--- src/design/fsepc_pkg.sv ---
package fsepc_pkg;
    // command codes written on the low data byte
    localparam logic [7:0] CMD_READ_ARRAY = 8'hFF;
    localparam logic [7:0] CMD_READ_STATUS = 8'h70;
    localparam logic [7:0] CMD_CLEAR_STATUS = 8'h50;
    localparam logic [7:0] CMD_PROGRAM_SETUP = 8'h40;
    localparam logic [7:0] CMD_ERASE_SETUP = 8'h20;
    localparam logic [7:0] CMD_ERASE_CONFIRM = 8'hD0;
    // status bit positions
    localparam int ENGINE_READY_BIT = 7;
    localparam int ERASE_FAIL_BIT = 5;
    localparam int PROGRAM_FAIL_BIT = 4;
    localparam int VPP_MISSING_BIT = 3;
    // timing, 25 MHz clock
    localparam int CLK_PERIOD_NS = 40;
    localparam int STROBE_NS = 80;
    localparam int STROBE_CYC = (STROBE_NS + CLK_PERIOD_NS - 1) / CLK_PERIOD_NS;
    localparam int ACCESS_NS = 120;
    localparam int ACCESS_CYC = (ACCESS_NS + CLK_PERIOD_NS - 1) / CLK_PERIOD_NS;
    localparam int RESET_LOW_NS = 150;
    localparam int RESET_LOW_CYC = (RESET_LOW_NS + CLK_PERIOD_NS - 1) / CLK_PERIOD_NS;
    localparam int RESET_REC_NS = 1000;
    localparam int RESET_REC_CYC = (RESET_REC_NS + CLK_PERIOD_NS - 1) / CLK_PERIOD_NS;
    localparam int CNT_W = 8;

    // error classification
    typedef enum logic [2:0] {
        FSEPC_ERR_NONE = 3'b000,
        FSEPC_ERR_VPP = 3'b001,
        FSEPC_ERR_PROGRAM = 3'b010,
        FSEPC_ERR_ERASE = 3'b011,
        FSEPC_ERR_SEQUENCE = 3'b100
    } fsepc_err_t;

    // user order
    typedef enum logic [1:0] {
        FSEPC_OP_PROGRAM = 2'b00,
        FSEPC_OP_ERASE = 2'b01,
        FSEPC_OP_CLEAR = 2'b10,
        FSEPC_OP_POWERDOWN = 2'b11
    } fsepc_op_t;

    typedef struct packed {
        fsepc_op_t op;
        logic [17:0] addr;
        logic [15:0] data;
    } fsepc_req_t;

    typedef struct packed {
        logic done;
        logic fail;
        fsepc_err_t err;
        logic [7:0] status;
    } fsepc_rsp_t;
endpackage

--- src/design/fsepc_ctrl.sv ---
`timescale 1ns/100ps
// Operation
// - check three error flags after ready
// - clear command 50h removes error flags
// - hold reset low during power-up
// - write FFh to return to array read
// - clear status after vpp flag before more
// - back to back ops, poll each completion
module fsepc_ctrl (
    // clock and reset
    input wire logic clk_sys,
    input wire logic rst,
    // user side
    input wire logic req_valid,
    input wire fsepc_pkg::fsepc_req_t req,
    output logic req_ready,
    output fsepc_pkg::fsepc_rsp_t rsp,
    // flash pins
    output logic [17:0] fl_addr,
    output logic [15:0] fl_dq_out,
    output logic fl_dq_oe,
    input wire logic [15:0] fl_dq_in,
    output logic fl_ce_n,
    output logic fl_we_n,
    output logic fl_oe_n,
    output logic fl_reset_powerdown_n
);
    import fsepc_pkg::*;

    typedef enum logic [3:0] {
        S_PWRUP = 4'b0000,
        S_REC = 4'b0001,
        S_IDLE = 4'b0010,
        S_WR = 4'b0011,
        S_GAP = 4'b0100,
        S_POLL = 4'b0101,
        S_ARRAY = 4'b0110,
        S_DEEP = 4'b0111
    } fsepc_state_t;

    fsepc_state_t st_r, st_nxt;
    logic [CNT_W-1:0] cnt_r;
    logic [1:0] step_r;
    fsepc_req_t cur_r;
    logic [15:0] sync1_r, sync2_r, sync3_r;
    logic [7:0] stat_r;
    logic vpp_seen_r;
    logic [15:0] wr_data;
    logic cnt_zero;
    // order accepted at this edge
    logic take;
    // order answered at once, no bus cycles
    logic refuse;

    function automatic fsepc_err_t classify(input logic [7:0] s);
        if (s[ERASE_FAIL_BIT] && s[PROGRAM_FAIL_BIT])
            return FSEPC_ERR_SEQUENCE;
        else if (s[ERASE_FAIL_BIT])
            return FSEPC_ERR_ERASE;
        else if (s[PROGRAM_FAIL_BIT])
            return FSEPC_ERR_PROGRAM;
        else if (s[VPP_MISSING_BIT])
            return FSEPC_ERR_VPP;
        else
            return FSEPC_ERR_NONE;
    endfunction

    ////////////////////////////////////////////////////////////////////////
    // command stream per program or erase order: setup, second cycle, then FFh
    assign cnt_zero = (cnt_r == '0);
    // order taken only while ready is shown to the user
    assign take = req_valid && req_ready && (st_r == S_IDLE);
    // program or erase refused while a vpp error stands
    // the user must send a clear order or a power-down first; no strobe or select reaches the pins
    assign refuse = take && vpp_seen_r && (req.op == FSEPC_OP_PROGRAM || req.op == FSEPC_OP_ERASE);
    // clear order writes 50h, then FFh; FFh closes every program, erase and clear op that is not refused
    // step 2 is the read-array write, shared by program, erase and clear orders
    assign wr_data = (step_r == 2'd0) ?
        ((cur_r.op == FSEPC_OP_PROGRAM) ? {8'h00, CMD_PROGRAM_SETUP} :
         (cur_r.op == FSEPC_OP_ERASE) ? {8'h00, CMD_ERASE_SETUP} : {8'h00, CMD_CLEAR_STATUS}) :
        (step_r == 2'd1) ? ((cur_r.op == FSEPC_OP_ERASE) ? {8'h00, CMD_ERASE_CONFIRM} : cur_r.data) :
        {8'h00, CMD_READ_ARRAY};

    // next state
    always_comb begin
        st_nxt = st_r;
        case (st_r)
            S_PWRUP: if (cnt_zero) st_nxt = S_REC;
            S_REC: if (cnt_zero) st_nxt = S_IDLE;
            S_IDLE: begin
                if (refuse)
                    st_nxt = S_ARRAY;
                else if (take)
                    st_nxt = (req.op == FSEPC_OP_POWERDOWN) ? S_DEEP : S_WR;
            end
            S_WR: if (cnt_zero) st_nxt = S_GAP;
            S_GAP: begin
                if (cnt_zero) begin
                    if (step_r == 2'd2) st_nxt = S_ARRAY;
                    else if (step_r == 2'd1) st_nxt = S_POLL;
                    else st_nxt = S_WR;
                end
            end
            // ready bit low means busy, keep polling
            S_POLL: if (cnt_zero && sync3_r[ENGINE_READY_BIT] && sync2_r[ENGINE_READY_BIT]) st_nxt = S_WR;
            S_ARRAY: st_nxt = S_IDLE;
            // wake only after the reset pin has been low for its minimum width
            S_DEEP: if (cnt_zero && req_valid && req.op != FSEPC_OP_POWERDOWN) st_nxt = S_REC;
            default: st_nxt = S_PWRUP;
        endcase
    end

    ////////////////////////////////////////////////////////////////////////
    // sequencer registers
    always_ff @(posedge clk_sys) begin
        if (rst) begin
            st_r <= S_PWRUP;
            cnt_r <= CNT_W'(RESET_LOW_CYC);
            // idle bus shows the read-array code
            step_r <= 2'd2;
            cur_r <= '0;
            stat_r <= 8'h00;
        end else begin
            st_r <= st_nxt;
            if (st_nxt != st_r)
                cnt_r <= (st_nxt == S_WR) ? CNT_W'(STROBE_CYC) :
                         (st_nxt == S_REC) ? CNT_W'(RESET_REC_CYC) :
                         (st_nxt == S_DEEP) ? CNT_W'(RESET_LOW_CYC) : CNT_W'(ACCESS_CYC);
            else if (!cnt_zero)
                cnt_r <= cnt_r - 1'b1;
            if (take) begin
                cur_r <= req;
                step_r <= 2'd0;
            // clear has no second cycle, go straight to read array
            end else if (st_r == S_GAP && cnt_zero && step_r == 2'd0 && cur_r.op == FSEPC_OP_CLEAR)
                step_r <= 2'd2;
            else if (st_r == S_GAP && cnt_zero && step_r == 2'd0)
                step_r <= 2'd1;
            else if (st_r == S_POLL && st_nxt == S_WR) begin
                // capture flags once ready shows completion
                stat_r <= sync3_r[7:0];
                step_r <= 2'd2;
            end
            if (st_r == S_REC) stat_r <= 8'h00;
        end
    end

    // pin input synchroniser, three stages
    always_ff @(posedge clk_sys) begin
        sync1_r <= fl_dq_in;
        sync2_r <= sync1_r;
        sync3_r <= sync2_r;
    end

    ////////////////////////////////////////////////////////////////////////
    // registered pin and user outputs
    always_ff @(posedge clk_sys) begin
        if (rst) begin
            // reset pin held low while power settles
            fl_reset_powerdown_n <= 1'b0;
            fl_ce_n <= 1'b1;
            fl_we_n <= 1'b1;
            fl_oe_n <= 1'b1;
            fl_dq_oe <= 1'b0;
            fl_dq_out <= 16'h0000;
            fl_addr <= 18'h0_0000;
            req_ready <= 1'b0;
            rsp <= '0;
            vpp_seen_r <= 1'b0;
        end else begin
            // deep power-down drives the reset pin low
            fl_reset_powerdown_n <= !(st_nxt == S_PWRUP || st_nxt == S_DEEP);
            // chip select off outside bus cycles; engine keeps running
            fl_ce_n <= !(st_nxt == S_WR || st_nxt == S_POLL);
            fl_we_n <= !(st_nxt == S_WR);
            fl_oe_n <= !(st_nxt == S_POLL);
            fl_dq_oe <= (st_nxt == S_WR);
            fl_dq_out <= wr_data;
            // address settles with the first strobe cycle, not one later
            fl_addr <= take ? req.addr : cur_r.addr;
            // ready follows done by a cycle so the two never coincide
            req_ready <= (st_nxt == S_IDLE) && (st_r != S_ARRAY);
            // power-down is answered as soon as the pin goes low
            rsp.done <= (st_r == S_ARRAY) || (take && req.op == FSEPC_OP_POWERDOWN);
            if (st_r == S_ARRAY) begin
                rsp.status <= stat_r;
                rsp.err <= classify(stat_r);
                // any of three flags means failure
                rsp.fail <= stat_r[ERASE_FAIL_BIT] | stat_r[PROGRAM_FAIL_BIT] | stat_r[VPP_MISSING_BIT];
                // vpp error remembered until a clear order or a device reset
                vpp_seen_r <= stat_r[VPP_MISSING_BIT] && cur_r.op != FSEPC_OP_CLEAR;
            end
            // a clear order or a device reset both drop the vpp error
            if ((take && req.op == FSEPC_OP_CLEAR) || st_r == S_REC) vpp_seen_r <= 1'b0;
        end
    end

    // next order only after completion, one at a time
    a_single_order: assert property (@(posedge clk_sys) disable iff (rst)
        rsp.done |-> !req_ready) else $error("done with ready high");
    a_reset_pin_low: assert property (@(posedge clk_sys) disable iff (rst)
        (st_r == S_DEEP) |-> !fl_reset_powerdown_n) else $error("deep powerdown pin high");
    // no write strobe while vpp error stands
    a_vpp_refuse: assert property (@(posedge clk_sys) disable iff (rst)
        vpp_seen_r |-> fl_we_n) else $error("write issued with vpp error");
    a_strobe_cs: assert property (@(posedge clk_sys) disable iff (rst)
        !fl_we_n |-> !fl_ce_n && fl_oe_n) else $error("write strobe without select");
    a_fail_flags: assert property (@(posedge clk_sys) disable iff (rst)
        rsp.done |-> rsp.fail == (rsp.status[5:3] != 3'b000)) else $error("fail mismatch");
    a_class_seq: assert property (@(posedge clk_sys) disable iff (rst)
        rsp.done && rsp.status[5] && rsp.status[4] |-> rsp.err == FSEPC_ERR_SEQUENCE)
        else $error("sequence class wrong");
    a_return_array: assert property (@(posedge clk_sys) disable iff (rst)
        $rose(rsp.done) |-> $past(fl_dq_out, 4) == 16'h00FF || $past(fl_dq_out, 3) == 16'h00FF)
        else $error("no read array before done");
endmodule

--- config.mk ---
export PLATFORM = sky130hd
export DESIGN_NAME = fsepc_ctrl
export DESIGN_NICKNAME = d
export VERILOG_FILES = /design/src/design/fsepc_pkg.sv /design/src/design/fsepc_ctrl.sv
export SDC_FILE = /design/constraint.sdc
export NUM_CORES = 1
export LEC_CHECK = 0
export BUFFER_PORTS_ARGS = -buffer_cell sky130_fd_sc_hd__buf_2
export CORE_ASPECT_RATIO = 0.8
export CORE_MARGIN = 2
export CORE_UTILIZATION = 40
export DETAILED_ROUTE_END_ITERATION = 7
export GPL_TIMING_DRIVEN = 0
export PLACE_DENSITY_LB_ADDON = 0.1
export SKIP_CTS_REPAIR_TIMING = 1
export SYNTH_ARGS = -nofsm -noshare
export SYNTH_HDL_FRONTEND = slang
export SYNTH_SLANG_ARGS = --single-unit
--- constraint.sdc ---
create_clock -name clk_sys -period 2.19 [get_ports clk_sys]
set_input_delay 0 -clock clk_sys [delete_from_list [all_inputs] [get_ports clk_sys]]
set_output_delay 0 -clock clk_sys [all_outputs]
set_load 0.01 [all_outputs]
-- Yosys cells after proc, flatten, opt, wreduce, memory -nomap -nowiden
Index checks and enable logic that the tools add are counted.
- register bits after elaboration: 136
- bits of input ports: 55
- output and inout port bits: 53
- logic and storage cells: 123
- $add $sub $neg: 1
- equality and inequality tests: 24
- muxes and demuxes: 31
- bitwise logic cells: 5
- reductions and logical operators: 38
- operators by type and width (kind ; number):
    $mux W16 ; 3
    $mux W4 ; 8
    $pmux W4 S8 ; 1
    $eq A4 B3 Y1 const B ; 6
    $mux W18 ; 1
    $logic_and A1 B1 Y1 ; 17
    $eq A4 B2 Y1 const B ; 4
    $mux W8 ; 2
    $mux W3 ; 5
    $mux W7 ; 2
    $mux W2 ; 6
    $mux W5 ; 2
    $eq A2 B2 Y1 const B ; 4
    $eq A4 B1 Y1 const B ; 2
    $logic_not A4 Y1 ; 2
    $logic_not A8 Y1 ; 1
    $sub A8 B1 Y8 const B ; 1
    $eq A2 B1 Y1 const B ; 3
    $logic_not A2 Y1 ; 3
    $logic_or A1 B1 Y1 ; 5
    $logic_not A1 Y1 ; 4
    $ne A2 B2 Y1 const B ; 2
    $ne A4 B3 Y1 const B ; 1
    $ne A4 B4 Y1 ; 1
    9 further kinds ; 13

-- Depth between registers and ports, before layout
Gate-level depths: netlist (run 1).
- word-level depth: 12
- gate-level depth with buffers: 9
- depth with buffers taken out: 8

-- Worst setup path before layout (run 1)
Ideal clock, no wire load.
- kind: reg-to-reg
- from: register cnt_r[0]
- to: register fl_ce_n
- library setup time: 127 ps
- arrival time: 2173 ps
- path slack: -110 ps
- cell stages (with the launch flop): 9
- period minus slack after synthesis: 2300 ps
- path through: dfxtp_1 inv_1 ha_1 or3b_2 nor2_1 a311o_2 o41ai_4 xnor2_1 or3_1
- word-level cells in the longest chain between the ends: 8
- elaborated cells on any way between the ends: 16
- those cells by class: 2 x eq/ne; 7 x mux; 7 x reduce/logical
- ends and longest elaborated chain (what ; RTL line ; RTL):
    from (decl) ; fsepc_ctrl.sv:42 ; logic [CNT_W-1:0] cnt_r;
    from (signal assigned) ; fsepc_ctrl.sv:118 ; cnt_r <= CNT_W'(RESET_LOW_CYC);
    from (signal assigned) ; fsepc_ctrl.sv:126 ; cnt_r <= (st_nxt == S_WR) ? CNT_W'(STROBE_CYC) :
    from (signal assigned) ; fsepc_ctrl.sv:130 ; cnt_r <= cnt_r - 1'b1;
    $logic_not A8 Y1 (*) ; fsepc_ctrl.sv:70 ; assign cnt_zero = (cnt_r == '0);
    $logic_and A1 B1 Y1, on equally long branches (2 in series) ; fsepc_ctrl.sv:108, fsepc_ctrl.sv:105 ;
    $mux W4, on equally long branches ; fsepc_ctrl.sv:108, fsepc_ctrl.sv:105 ;
    $pmux W4 S8 (*) ; fsepc_ctrl.sv:87 ; case (st_r)
    $eq A4 B2 Y1 / $eq A4 B3 Y1 (equally long branches) ; fsepc_ctrl.sv:174 ; fl_ce_n <= !(st_nxt == S_WR || st_nxt == S_POLL);
    $logic_or A1 B1 Y1 (*) ; fsepc_ctrl.sv:174 ;
    $logic_not A1 Y1 (*) ; fsepc_ctrl.sv:174 ;
    to (signal assigned) ; fsepc_ctrl.sv:174 ;
    to (decl) ; fsepc_ctrl.sv:23 ; output logic fl_ce_n,
Every way passes the cells marked *; elsewhere a longest branch is shown, timed or not.
A chain may end at the register's enable or synchronous reset.

-- Final worst setup path (run 1)
- from: register cnt_r[4]
- to: register stat_r[1]
- word-level cells in the longest chain between the ends: 8
- elaborated cells on any way between the ends: 20
- those cells by class: 1 x eq/ne; 7 x mux; 2 x bitwise; 10 x reduce/logical
- ends and longest elaborated chain (what ; RTL line ; RTL):
    $logic_not A8 Y1 (*) ; fsepc_ctrl.sv:70 ;
    $logic_and A1 B1 Y1, on equally long branches (2 in series) ; fsepc_ctrl.sv:108, fsepc_ctrl.sv:105 ;
    $mux W4, on equally long branches ; fsepc_ctrl.sv:108, fsepc_ctrl.sv:105 ;
    $pmux W4 S8 ; fsepc_ctrl.sv:87 ;
    $eq A4 B2 Y1 ; fsepc_ctrl.sv:139 ; else if (st_r == S_POLL && st_nxt == S_WR) begin
    $logic_and A1 B1 Y1 ; fsepc_ctrl.sv:139 ;
    $reduce_and A4 Y1 (no line) (*) ; - ;
    to (signal assigned) ; fsepc_ctrl.sv:141 ; stat_r <= sync3_r[7:0];
    to (decl) ; fsepc_ctrl.sv:46 ; logic [7:0] stat_r;
Marked as above.

==> results of run 1 <==
[flip-flops by register name, indices dropped and copies added, names as in the netlist, 8 cells and up]
register and count:
cur_r 36, fl_dq_out 16, stat_r 8, rsp 13, sync1_r 8, sync3_r 8, fl_addr 18, sync2_r 8
cnt_r 8
[cells by family (layout without fill, tap and decap cells)]
logic type	after synthesis	count (layout)	synth area share, %
simple gates	202	202	19.9
fa+ha+maj	8	8	2.10
mux	12	12	2.62
other cells	1	1	0.0785
buf+inv	37	227	3.20
compound gates	105	105	13.8
flops	136	136	57.0
xor+xnor	7	7	1.28
[per-stage QoR]
step / util (%) / hold slack, ps / setup WS, ps / instances
2_1_floorplan: - / 27.7 / 22.6 / 508
3_3_place_gp: 47.2 / 102 / -167 / 754
3_5_place_dp: 47.2 / 104 / -155 / 754
4_1_cts: 52.6 / -331 / -169 / 786
5_1_grt: 58.5 / 139 / -130 / 846
6_report: 58.5 / 116 / -59.8 / 846
[layout make-up]
| class | count | area (um2) |
|---|---|---|
| Tap cell | 148 | 185 |
| Inverter | 10 | 37.5 |
| Clock buffer | 18 | 429 |
| Timing Repair Buffer | 159 | 1070 |
| Fill cell | 1038 | 4790 |
| Buffer | 26 | 115 |
| Sequential cell | 136 | 2740 |
| Multi-Input combinational cell | 335 | 2000 |
| Clock inverter | 14 | 186 |
[cell usage in the layout (no fill, tap or decap), drive strengths merged, types with 2 or more instances in the layout]
cell type    instances
nor4                 3
o21ba                2
nand2              110
ha                   8
or2                  4
a31oi                2
xor2                 3
nor2                31
nor3                14
o21ai                3
and3                 2
nor3b                2
dlygate4sd3         44
a211oi               2
a311oi               2
nand2b               9
clkinvlp             2
clkbuf              38
mux2i               11
and2                10
dfxtp              136
clkinv               3
buf                121
a21oi               78
xnor2                4
a211o                2
o211ai               5
inv                 16
or4b                 2
nand3                2
bufinv               3
nor2b                6
[worst max-delay path by stage]
stage                              to  slack [ps]  depth (start not counted)
after CTS                 fl_addr[16]        -170                          6
after floorplan              cnt_r[0]          20                          8
final                       stat_r[1]         -60                          8
after global placement        fl_ce_n        -170                          7
after global routing        stat_r[1]        -130                          8
after detailed placement     cnt_r[0]        -150                          8
[power by group]
group,internal (W),total (W),switching [W]
logic,0.000308,0.000585,0.000277
registers,0.00254,0.00258,0.0000397
clock network,0.00182,0.00295,0.00113
total,0.00467,0.00612,0.00145
[layer usage]
layer | GRT usage, % | up-vias | wire length (um)
li1 | - | 2058 | -
met1 | 22.0 | 1882 | 5330
met2 | 27.2 | 96 | 5410
met3 | 5.49 | 16 | 555
met4 | 7.52 | 0 | 191
met5 | 0 | - | 0
==> summary.md, run 1 <==
| Metric | Value |
|---|---|
| HPWL after detailed placement | 7590 um |
| Final Hold Vio Count | 0 |
| Average size of a mapped cell | 9.40 um2 |
| Core area | 0.0116 mm2 |
| P_leak | 2.79 nW |
| Clk root buf | clkbuf_16 |
| N_diodes | 0 |
| Ranking of synthesized cells by area | dfxtp_1, nand2_1, a21oi_1 |
| Worst IR drop on VDD | 0.550 mV |
| Hold WC Path Type | in -> reg |
| Clk buf depth | 2 |
| Std-Cell Rows | 35 |
| Final setup viols | 7 |
| FMAX | 444 MHz |
| CP max stage delay | 590 ps |
| Initial Util | 41.3% |
| Share of layout cells above drive strength 1 | 28.2% |
| Syn. warnings | 0 |
| Startpoint Class | register |
| Layout area overhead | 41.7% |
| DR pass1 iterations | 4 |
| CP required | 2470 ps |
| Synth Instances | 508 |
| Die Y | 102 um |
| Antenna Violating Nets Remaining | 0 |
| Mapped Nets | 571 |
| Seq cells post-synth | 136 |
| Synth top area share | 57.0% |
| Unrepaired setup endpoints after global routing | yes |
| Syn Std Cell Area | 0.00478 mm2 |
| Via/cell ratio | 4.79 |
| IO Pins | 108 |
| Die ar. | 0.0128 mm2 |
| GR Util All Layers | 17.3% |
| Tot Pwr | 0.00612 W |
| Die width | 126 um |
| Pin count of the biggest net entering global routing | 17 |
| Worst-Skew Late Latency | 410 ps |
| Outcome | complete, but fails checks |
| Max Cap Viol | 0 |
| FF-to-FF Start | cnt_r[4] |
| Fraction of registers with async set/reset | 0% |
| Total negative slack | -188 ps |
| CTS Buf Count | 17 |
| End of the worst hold path | fl_ce_n |
| Worst reg2reg path endpoint | stat_r[1] |
| Worst Slack Setup Final | -59.8 ps |
| Prevailing post-synth register cell | dfxtp_1 |
| Synth cell types | 59 |
| Final net count | 748 |
| Violated checks | negative setup slack |
| Number of synthesized flops with an enable pin | 0 |
| Cell with the most instances after synthesis | dfxtp_1 |
| Fin crit period | 2250 ps |
| Clk_skew | 5.35 ps |
| Worst R2R Setup Slack | -60 ps |
| Seq/Total Area, Yosys | 57.0% |
| Relative slew slack | 60.4% |
| R2r worst-path depth | 8 |
| Synth top cells by count | dfxtp_1, nand2_1, a21oi_1 |
| Final WL | 11,500 um |
| CP max FO | 8 |
| Gr ovfl total | 0 |
| Slew of the pin with the lowest slew margin | 594 ps |
| Routed len/inst | 13.6 um |
| Crit Path Class | reg -> reg |
| Vias | 4,052 |
| Synth area leader | dfxtp_1 |
| First-pass GRT wire length | 17,300 um |
| CTS tree | yes |
| Hold path cells | 2 |
| Worst path cell trace | or4_4 > o211ai_1 > a21oi_2 > buf_4 > nor3_4 > buf_12 > mux2i_1 > nor2_1 |
| Htree depth | 4 |
| # clock sinks | 136 |
| Placement Cell Area | 0.00546 mm2 |
| # port buffers | 98 |
| Final RePlAce weighted congestion | 0.878 |
| Final Slew Violations | 0 |
| Initial antenna violation count | 0 |
| Min-delay src | rst |
| Worst path slowest cell | or4_4 |
| Clk pin slew, worst setup/hold paths | 60 ps |
| DR DRC count | 0 |
| CP Buf/Inv Count | 2 |
| CP delay by family, top | simple AND/OR/NAND/NOR gates |
| Crit end category | register |
| Crit path arrival time | 2530 ps |
| Vias in the first global route | 3,588 |
| Fin crit share | 103% |
| Crit. Startpoint | cnt_r[4] |
| Starting DRT DRC Count | 121 |
| Power per cell area | 904 mW/mm2 |
| Final Cell Area | 0.00677 mm2 |
(Power assumes the default switching activity.)
==> run 2, diff against run 1 <==
==> constraint.sdc (replaced) <==
create_clock -name clk_sys -period 2.19 [get_ports clk_sys]
set_input_delay 0.3285 -clock clk_sys [delete_from_list [all_inputs] [get_ports clk_sys]]
set_output_delay 0.3285 -clock clk_sys [all_outputs]
set_load 0.01 [all_outputs]
==> run 2 against run 1 <==
Compared with the run above:
- the run still ends with negative setup slack left
- power is 0.83% lower
- die area stayed put
- cell count is 4.3% lower
==> summary.md, run 2 (synthesis results as in run 1) <==
| Metric | Value |
|---|---|
| GR Util All Layers | 17.3% (unchanged) |
| Violated checks | negative setup slack (unchanged) |
| Clk buf depth | 2 (unchanged) |
| CP max FO | 8 (unchanged) |
| Hold WC Path Type | in -> reg (unchanged) |
| Die width | 126 um (unchanged) |
| Commonest non-fill, non-tap cell in the layout | dfxtp_1 (unchanged) |
| CP required | 2470 ps (about the same) |
| CTS Buf Count | 17 (unchanged) |
| Unrepaired setup endpoints after global routing | yes (unchanged) |
| # clock sinks | 136 (unchanged) |
| IO Pins | 108 (unchanged) |
| Clk root buf | clkbuf_16 (unchanged) |
| Worst-Skew Late Latency | 410 ps (about the same) |
| Routed len/inst | 13.6 um (about the same) |
| CP Buf/Inv Count | 2 (unchanged) |
| Htree depth | 4 (unchanged) |
| Worst path slowest cell | or4_4 (unchanged) |
| DR pass1 iterations | 5 (was 4) |
| CTS tree | yes (unchanged) |
| Outcome | complete, but fails checks (unchanged) |
| Via/cell ratio | 4.79 (about the same) |
| Worst path cell trace | or4_4 > o211ai_1 > a21oi_2 > buf_4 > nor3_4 > buf_12 > mux2i_1 > nor2_1 (unchanged) |
| Number of non-filler instances in the completed layout | 810 (was 846) |
| Starting DRT DRC Count | 109 (was 121) |
| Worst Slack Setup Final | -50.2 ps (was -59.8 ps) |
| Most frequent cells in the layout | dfxtp_1, nand2_1, buf_2 (unchanged) |
| Die Y | 102 um (unchanged) |
| Relative slew slack | 60.3% (was 60.4%) |
| Pin count of the biggest net entering global routing | 17 (unchanged) |
| Gr ovfl total | 0 (unchanged) |
| Final net count | 712 (was 748) |
| Worst R2R Setup Slack | -50 ps (was -60 ps) |
| Startpoint Class | register (unchanged) |
| First-pass GRT wire length | 17,300 um (unchanged) |
| CP max stage delay | 590 ps (about the same) |
| Crit Path Class | reg -> reg (unchanged) |
| Layout area overhead | 34.2% (was 41.7%) |
| Initial antenna violation count | 0 (unchanged) |
| Initial Util | 41.3% (unchanged) |
| Slew of the pin with the lowest slew margin | 595 ps (was 594 ps) |
| Die ar. | 0.0128 mm2 (unchanged) |
| Final WL | 11,000 um (was 11,500 um) |
| HPWL after detailed placement | 7590 um (unchanged) |
| DR DRC count | 0 (unchanged) |
| Clk_skew | 5.26 ps (was 5.35 ps) |
| P_leak | 2.64 nW (was 2.79 nW) |
| Power per cell area | 946 mW/mm2 (was 904 mW/mm2) |
| Max Cap Viol | 0 (unchanged) |
| Fin crit share | 102% (was 103%) |
| Final RePlAce weighted congestion | 0.878 (unchanged) |
| Fin crit period | 2240 ps (was 2250 ps) |
| Dpl cells | 754 (unchanged) |
| Post-place setup slack | -155 ps (unchanged) |
| Antenna Violating Nets Remaining | 0 (unchanged) |
| Clk pin slew, worst setup/hold paths | 60 ps (about the same) |
| Final Hold Vio Count | 0 (unchanged) |
| Vias | 3,880 (was 4,052) |
| N_diodes | 0 (unchanged) |
| CP delay by family, top | simple AND/OR/NAND/NOR gates (unchanged) |
| Largest register FFs | 36 (unchanged) |
| Final Slew Violations | 0 (unchanged) |
| Vias in the first global route | 3,588 (unchanged) |
| FMAX | 446 MHz (was 444 MHz) |
| Regs by FF count | cur_r (36), fl_addr (18), fl_dq_out (16) (unchanged) |
| Top reg by flops | cur_r (unchanged) |
| Worst IR drop on VDD | 0.547 mV (was 0.550 mV) |
| Std-Cell Rows | 35 (unchanged) |
| Crit end category | register (unchanged) |
| Final setup viols | 7 (unchanged) |
| Core area | 0.0116 mm2 (unchanged) |
| Crit path arrival time | 2520 ps (was 2530 ps) |
| Tot Pwr | 0.00606 W (was 0.00612 W) |
| Total negative slack | -124 ps (was -188 ps) |
| # port buffers | 98 (unchanged) |
| Share of layout cells above drive strength 1 | 29.8% (was 28.2%) |
run 2: cell count changes in the layout (fill, tap and decap cells not counted):
cell	previous run	this run
dlygate4sd3_1	44	8
run 2: area by class of cell:
type                    instances  area, um2
multi-input cells             335       2000
clock buffers                  18        429
repair buffers                123        714
flip-flops and latches        136       2740
fillers                      1081       5150
inverters                      10       37.5
plain buffers                  26        115
clock inverters                14        186
well taps                     148        185
run 2: through the flow:
step	instance area (um2)	util [%]	hold slack [ps]
global placement	5460	47.2	311
floorplan	4790	-	310
finish	6410	55.4	152
detailed placement	5460	47.2	312
CTS	6080	52.6	-2.83
global route	6410	55.4	143
run 2: path summary, 6_finish.rpt:
check | start | end | cells after the start
max | cnt_r[4] | stat_r[1] | 8
min | req[4] | cur_r[4] | 3
max reg2reg | cnt_r[4] | stat_r[1] | 8
min reg2reg | sync1_r[4] | sync2_r[4] | 0
run 2: where the power goes:
part	leakage [nW]	switching [W]	internal (W)
clock network	0.294	0.00113	0.00182
registers	1.11	0.0000395	0.00254
logic	1.24	0.000267	0.000266
run 2: layer usage:
metal / vias to the layer above / global-route usage, % / part of all wire [%]
met4: 0 / 7.52 / 1.2
li1: 1985 / - / -
met3: 10 / 5.49 / 5.2
met2: 91 / 27.2 / 47
met1: 1794 / 22.0 / 47
met5: - / 0 / 0
run 2: worst register-to-register path: stages, from the launching register on:
cell and delay, ps:
dfxtp_4 350, or4_4 590, o211ai_1 230, a21oi_2 140
buf_4 170, nor3_4 210, buf_12 160, mux2i_1 210
nor2_1 60
==> run 3, diff against run 2 <==
--- a/config.mk
+++ b/config.mk
@@ -12,6 +12,7 @@
 export DETAILED_ROUTE_END_ITERATION = 7
 export GPL_TIMING_DRIVEN = 0
 export PLACE_DENSITY_LB_ADDON = 0.1
+export RECOVER_POWER = 100
 export SKIP_CTS_REPAIR_TIMING = 1
 export SYNTH_ARGS = -nofsm -noshare
 export SYNTH_HDL_FRONTEND = slang
==> constraint.sdc (replaced) <==
create_clock -name clk_sys -period 2.19 [get_ports clk_sys]
set_input_delay 0.1095 -clock clk_sys [delete_from_list [all_inputs] [get_ports clk_sys]]
set_output_delay 0.1095 -clock clk_sys [all_outputs]
set_load 0.01 [all_outputs]
==> run 3 against run 2 <==
Compared with the run above:
- the flow still finishes with violations (negative setup slack)
- register-to-register slack is essentially flat
- critical endpoint unchanged
- die area did not move
- global-route usage stayed put
- clock power about the same
- largest power group unchanged
- highest routed layer unchanged
- sequential share of layout area down 1.7 points
- power is 0.68% higher
==> summary.md, run 3 (synthesis results as in run 1) <==
| Metric | Value |
|---|---|
| Hold WC Path Type | in -> reg (unchanged) |
| Final hold slack | 9.96 ps (was 152 ps) |
| Gr ovfl total | 0 (unchanged) |
| FMAX | 448 MHz (was 446 MHz) |
| Startpoint Class | register (unchanged) |
| # port buffers | 98 (unchanged) |
| Regs by FF count | cur_r (36), fl_addr (18), fl_dq_out (16) (unchanged) |
| Worst R2R Setup Slack | -40 ps (was -50 ps) |
| Pin count of the biggest net entering global routing | 17 (unchanged) |
| Worst path slowest cell | or4_4 (unchanged) |
| Crit path arrival time | 2510 ps (was 2520 ps) |
| Final setup viols | 4 (was 7) |
| Initial antenna violation count | 0 (unchanged) |
| Final RePlAce weighted congestion | 0.878 (unchanged) |
| Final net count | 746 (was 712) |
| Vias in the first global route | 3,588 (unchanged) |
| Std-Cell Rows | 35 (unchanged) |
| Final Hold Vio Count | 0 (unchanged) |
| Largest register FFs | 36 (unchanged) |
| Max Cap Viol | 0 (unchanged) |
| Filler cells | 1,075 (was 1,081) |
| CTS Buf Count | 17 (unchanged) |
| Via/cell ratio | 4.77 (was 4.79) |
| Placement Cell Area | 0.00546 mm2 (unchanged) |
| Top reg by flops | cur_r (unchanged) |
| Violated checks | negative setup slack (unchanged) |
| Final Cell Area | 0.00668 mm2 (was 0.00641 mm2) |
| Hold path cells | 3 (unchanged) |
| Worst IR drop on VDD | 0.549 mV (was 0.547 mV) |
| Die width | 126 um (unchanged) |
| Post-layout util | 57.7% (was 55.4%) |
| Share of layout cells above drive strength 1 | 20.3% (was 29.8%) |
| N_diodes | 0 (unchanged) |
| Clk root buf | clkbuf_16 (unchanged) |
| Number of non-filler instances in the completed layout | 844 (was 810) |
| DR DRC count | 0 (unchanged) |
| Clk pin slew, worst setup/hold paths | 60 ps (about the same) |
| Worst path cell trace | or4_4 > o211ai_1 > a21oi_2 > buf_4 > nor3_4 > buf_12 > mux2i_1 > nor2_1 (unchanged) |
| CP max stage delay | 590 ps (about the same) |
| # clock sinks | 136 (unchanged) |
| Routed len/inst | 13.5 um (was 13.6 um) |
| Outcome | complete, but fails checks (unchanged) |
| P_leak | 2.57 nW (was 2.64 nW) |
| Worst Slack Setup Final | -40.3 ps (was -50.2 ps) |
| Fin crit period | 2230 ps (was 2240 ps) |
| Clk_skew | 5.62 ps (was 5.26 ps) |
| Die Y | 102 um (unchanged) |
| Unrepaired setup endpoints after global routing | yes (unchanged) |
| Antenna Violating Nets Remaining | 0 (unchanged) |
| Area of the multi-input gates | 0.00200 mm2 (about the same) |
| Commonest non-fill, non-tap cell in the layout | dfxtp_1 (unchanged) |
| Power per cell area | 915 mW/mm2 (was 946 mW/mm2) |
| CP required | 2470 ps (about the same) |
| First-pass GRT wire length | 17,300 um (unchanged) |
| Dpl cells | 754 (unchanged) |
| FF-to-FF Start | cnt_r[4] (unchanged) |
| Final Slew Violations | 0 (unchanged) |
| Initial Util | 41.3% (unchanged) |
| Clk buf depth | 2 (unchanged) |
| Final WL | 11,400 um (was 11,000 um) |
| CTS tree | yes (unchanged) |
| Worst reg2reg path endpoint | stat_r[1] (unchanged) |
| DR pass1 iterations | 4 (was 5) |
| Tot Pwr | 0.00611 W (was 0.00606 W) |
| Slew of the pin with the lowest slew margin | 593 ps (was 595 ps) |
| Starting DRT DRC Count | 128 (was 109) |
| Htree depth | 4 (unchanged) |
| GR Util All Layers | 17.3% (unchanged) |
| Vias | 4,025 (was 3,880) |
| Min-delay src | req[35] (was req[4]) |
| Core area | 0.0116 mm2 (unchanged) |
| HPWL after detailed placement | 7590 um (unchanged) |
| Crit Path Class | reg -> reg (unchanged) |
| Fin crit share | 102% (about the same) |
| R2r worst-path depth | 8 (unchanged) |
| IO Pins | 108 (unchanged) |
| Crit end category | register (unchanged) |
| Most frequent cells in the layout | dfxtp_1, nand2_1, a21oi_1 (was dfxtp_1, nand2_1, buf_2) |
| Sequential cell area | 0.00273 mm2 (was 0.00274 mm2) |
| Layout area overhead | 39.8% (was 34.2%) |
| Relative slew slack | 60.4% (was 60.3%) |
| Worst-Skew Late Latency | 410 ps (about the same) |
| Die ar. | 0.0128 mm2 (unchanged) |
| End of the worst hold path | cur_r[35] (was cur_r[4]) |
| CP max FO | 8 (unchanged) |
run 3: changes by cell type in the layout (fill, tap and decap cells not counted):
cell	delta
clkbuf_2	-1
or4b_4	-1
dfxtp_2	-1
buf_2	-53
dlygate4sd3_1	+34
dfxtp_1	+1
or4b_1	+1
clkbuf_1	+54
run 3: how the worst max path moves through the flow:
stage	slack, ps	startpoint	to	cells past startpoint
6_report	-40	cnt_r[4]	stat_r[1]	8
2_1_floorplan	20	cnt_r[0]	cnt_r[0]	8
3_5_place_dp	-150	cnt_r[0]	cnt_r[0]	8
3_3_place_gp	-170	cnt_r[0]	fl_ce_n	7
4_1_cts	-170	st_r[0]	fl_addr[16]	6
5_1_grt	-130	cnt_r[4]	stat_r[1]	8
run 3: cell type report:
| cell class | instances | area share, % |
|---|---|---|
| Buffer | 26 | 1.71 |
| Timing Repair Buffer | 157 | 14.8 |
| Tap cell | 148 | 2.77 |
| Inverter | 10 | 0.562 |
| Multi-Input combinational cell | 335 | 30.0 |
| Clock buffer | 18 | 6.43 |
| Clock inverter | 14 | 2.79 |
| Sequential cell | 136 | 41.0 |
run 3: critical path: cells and delay by family (launching register included):
kind,cells,cell delay [ps]
buffers and inverters,2,330
and+or+nand+nor,3,860
DFF,1,350
AOI/OAI and AO/OA,2,370
muxes,1,200
run 3: report_power, final:
part	internal (W)	leakage (nW)	total (W)	switching (W)
logic	0.000303	1.16	0.000578	0.000276
clock network	0.00182	0.294	0.00295	0.00113
registers	0.00254	1.11	0.00258	0.0000393
total	0.00466	2.57	0.00611	0.00144
run 3: per-layer routing:
metal	vias up	part of all wire, %	global-route usage [%]
met4	0	1.5	7.52
li1	2053	-	-
met5	-	0	0
met3	14	5.3	5.49
met2	97	47	27.2
met1	1861	46	22.0
run 3: metrics by stage:
stage               TNS (ps)  setup WS [ps]
floorplan                  0           22.6
global placement       -1720           -167
detailed placement     -2500           -155
CTS                    -3450           -169
global route           -1640           -130
finish                 -67.5          -40.3
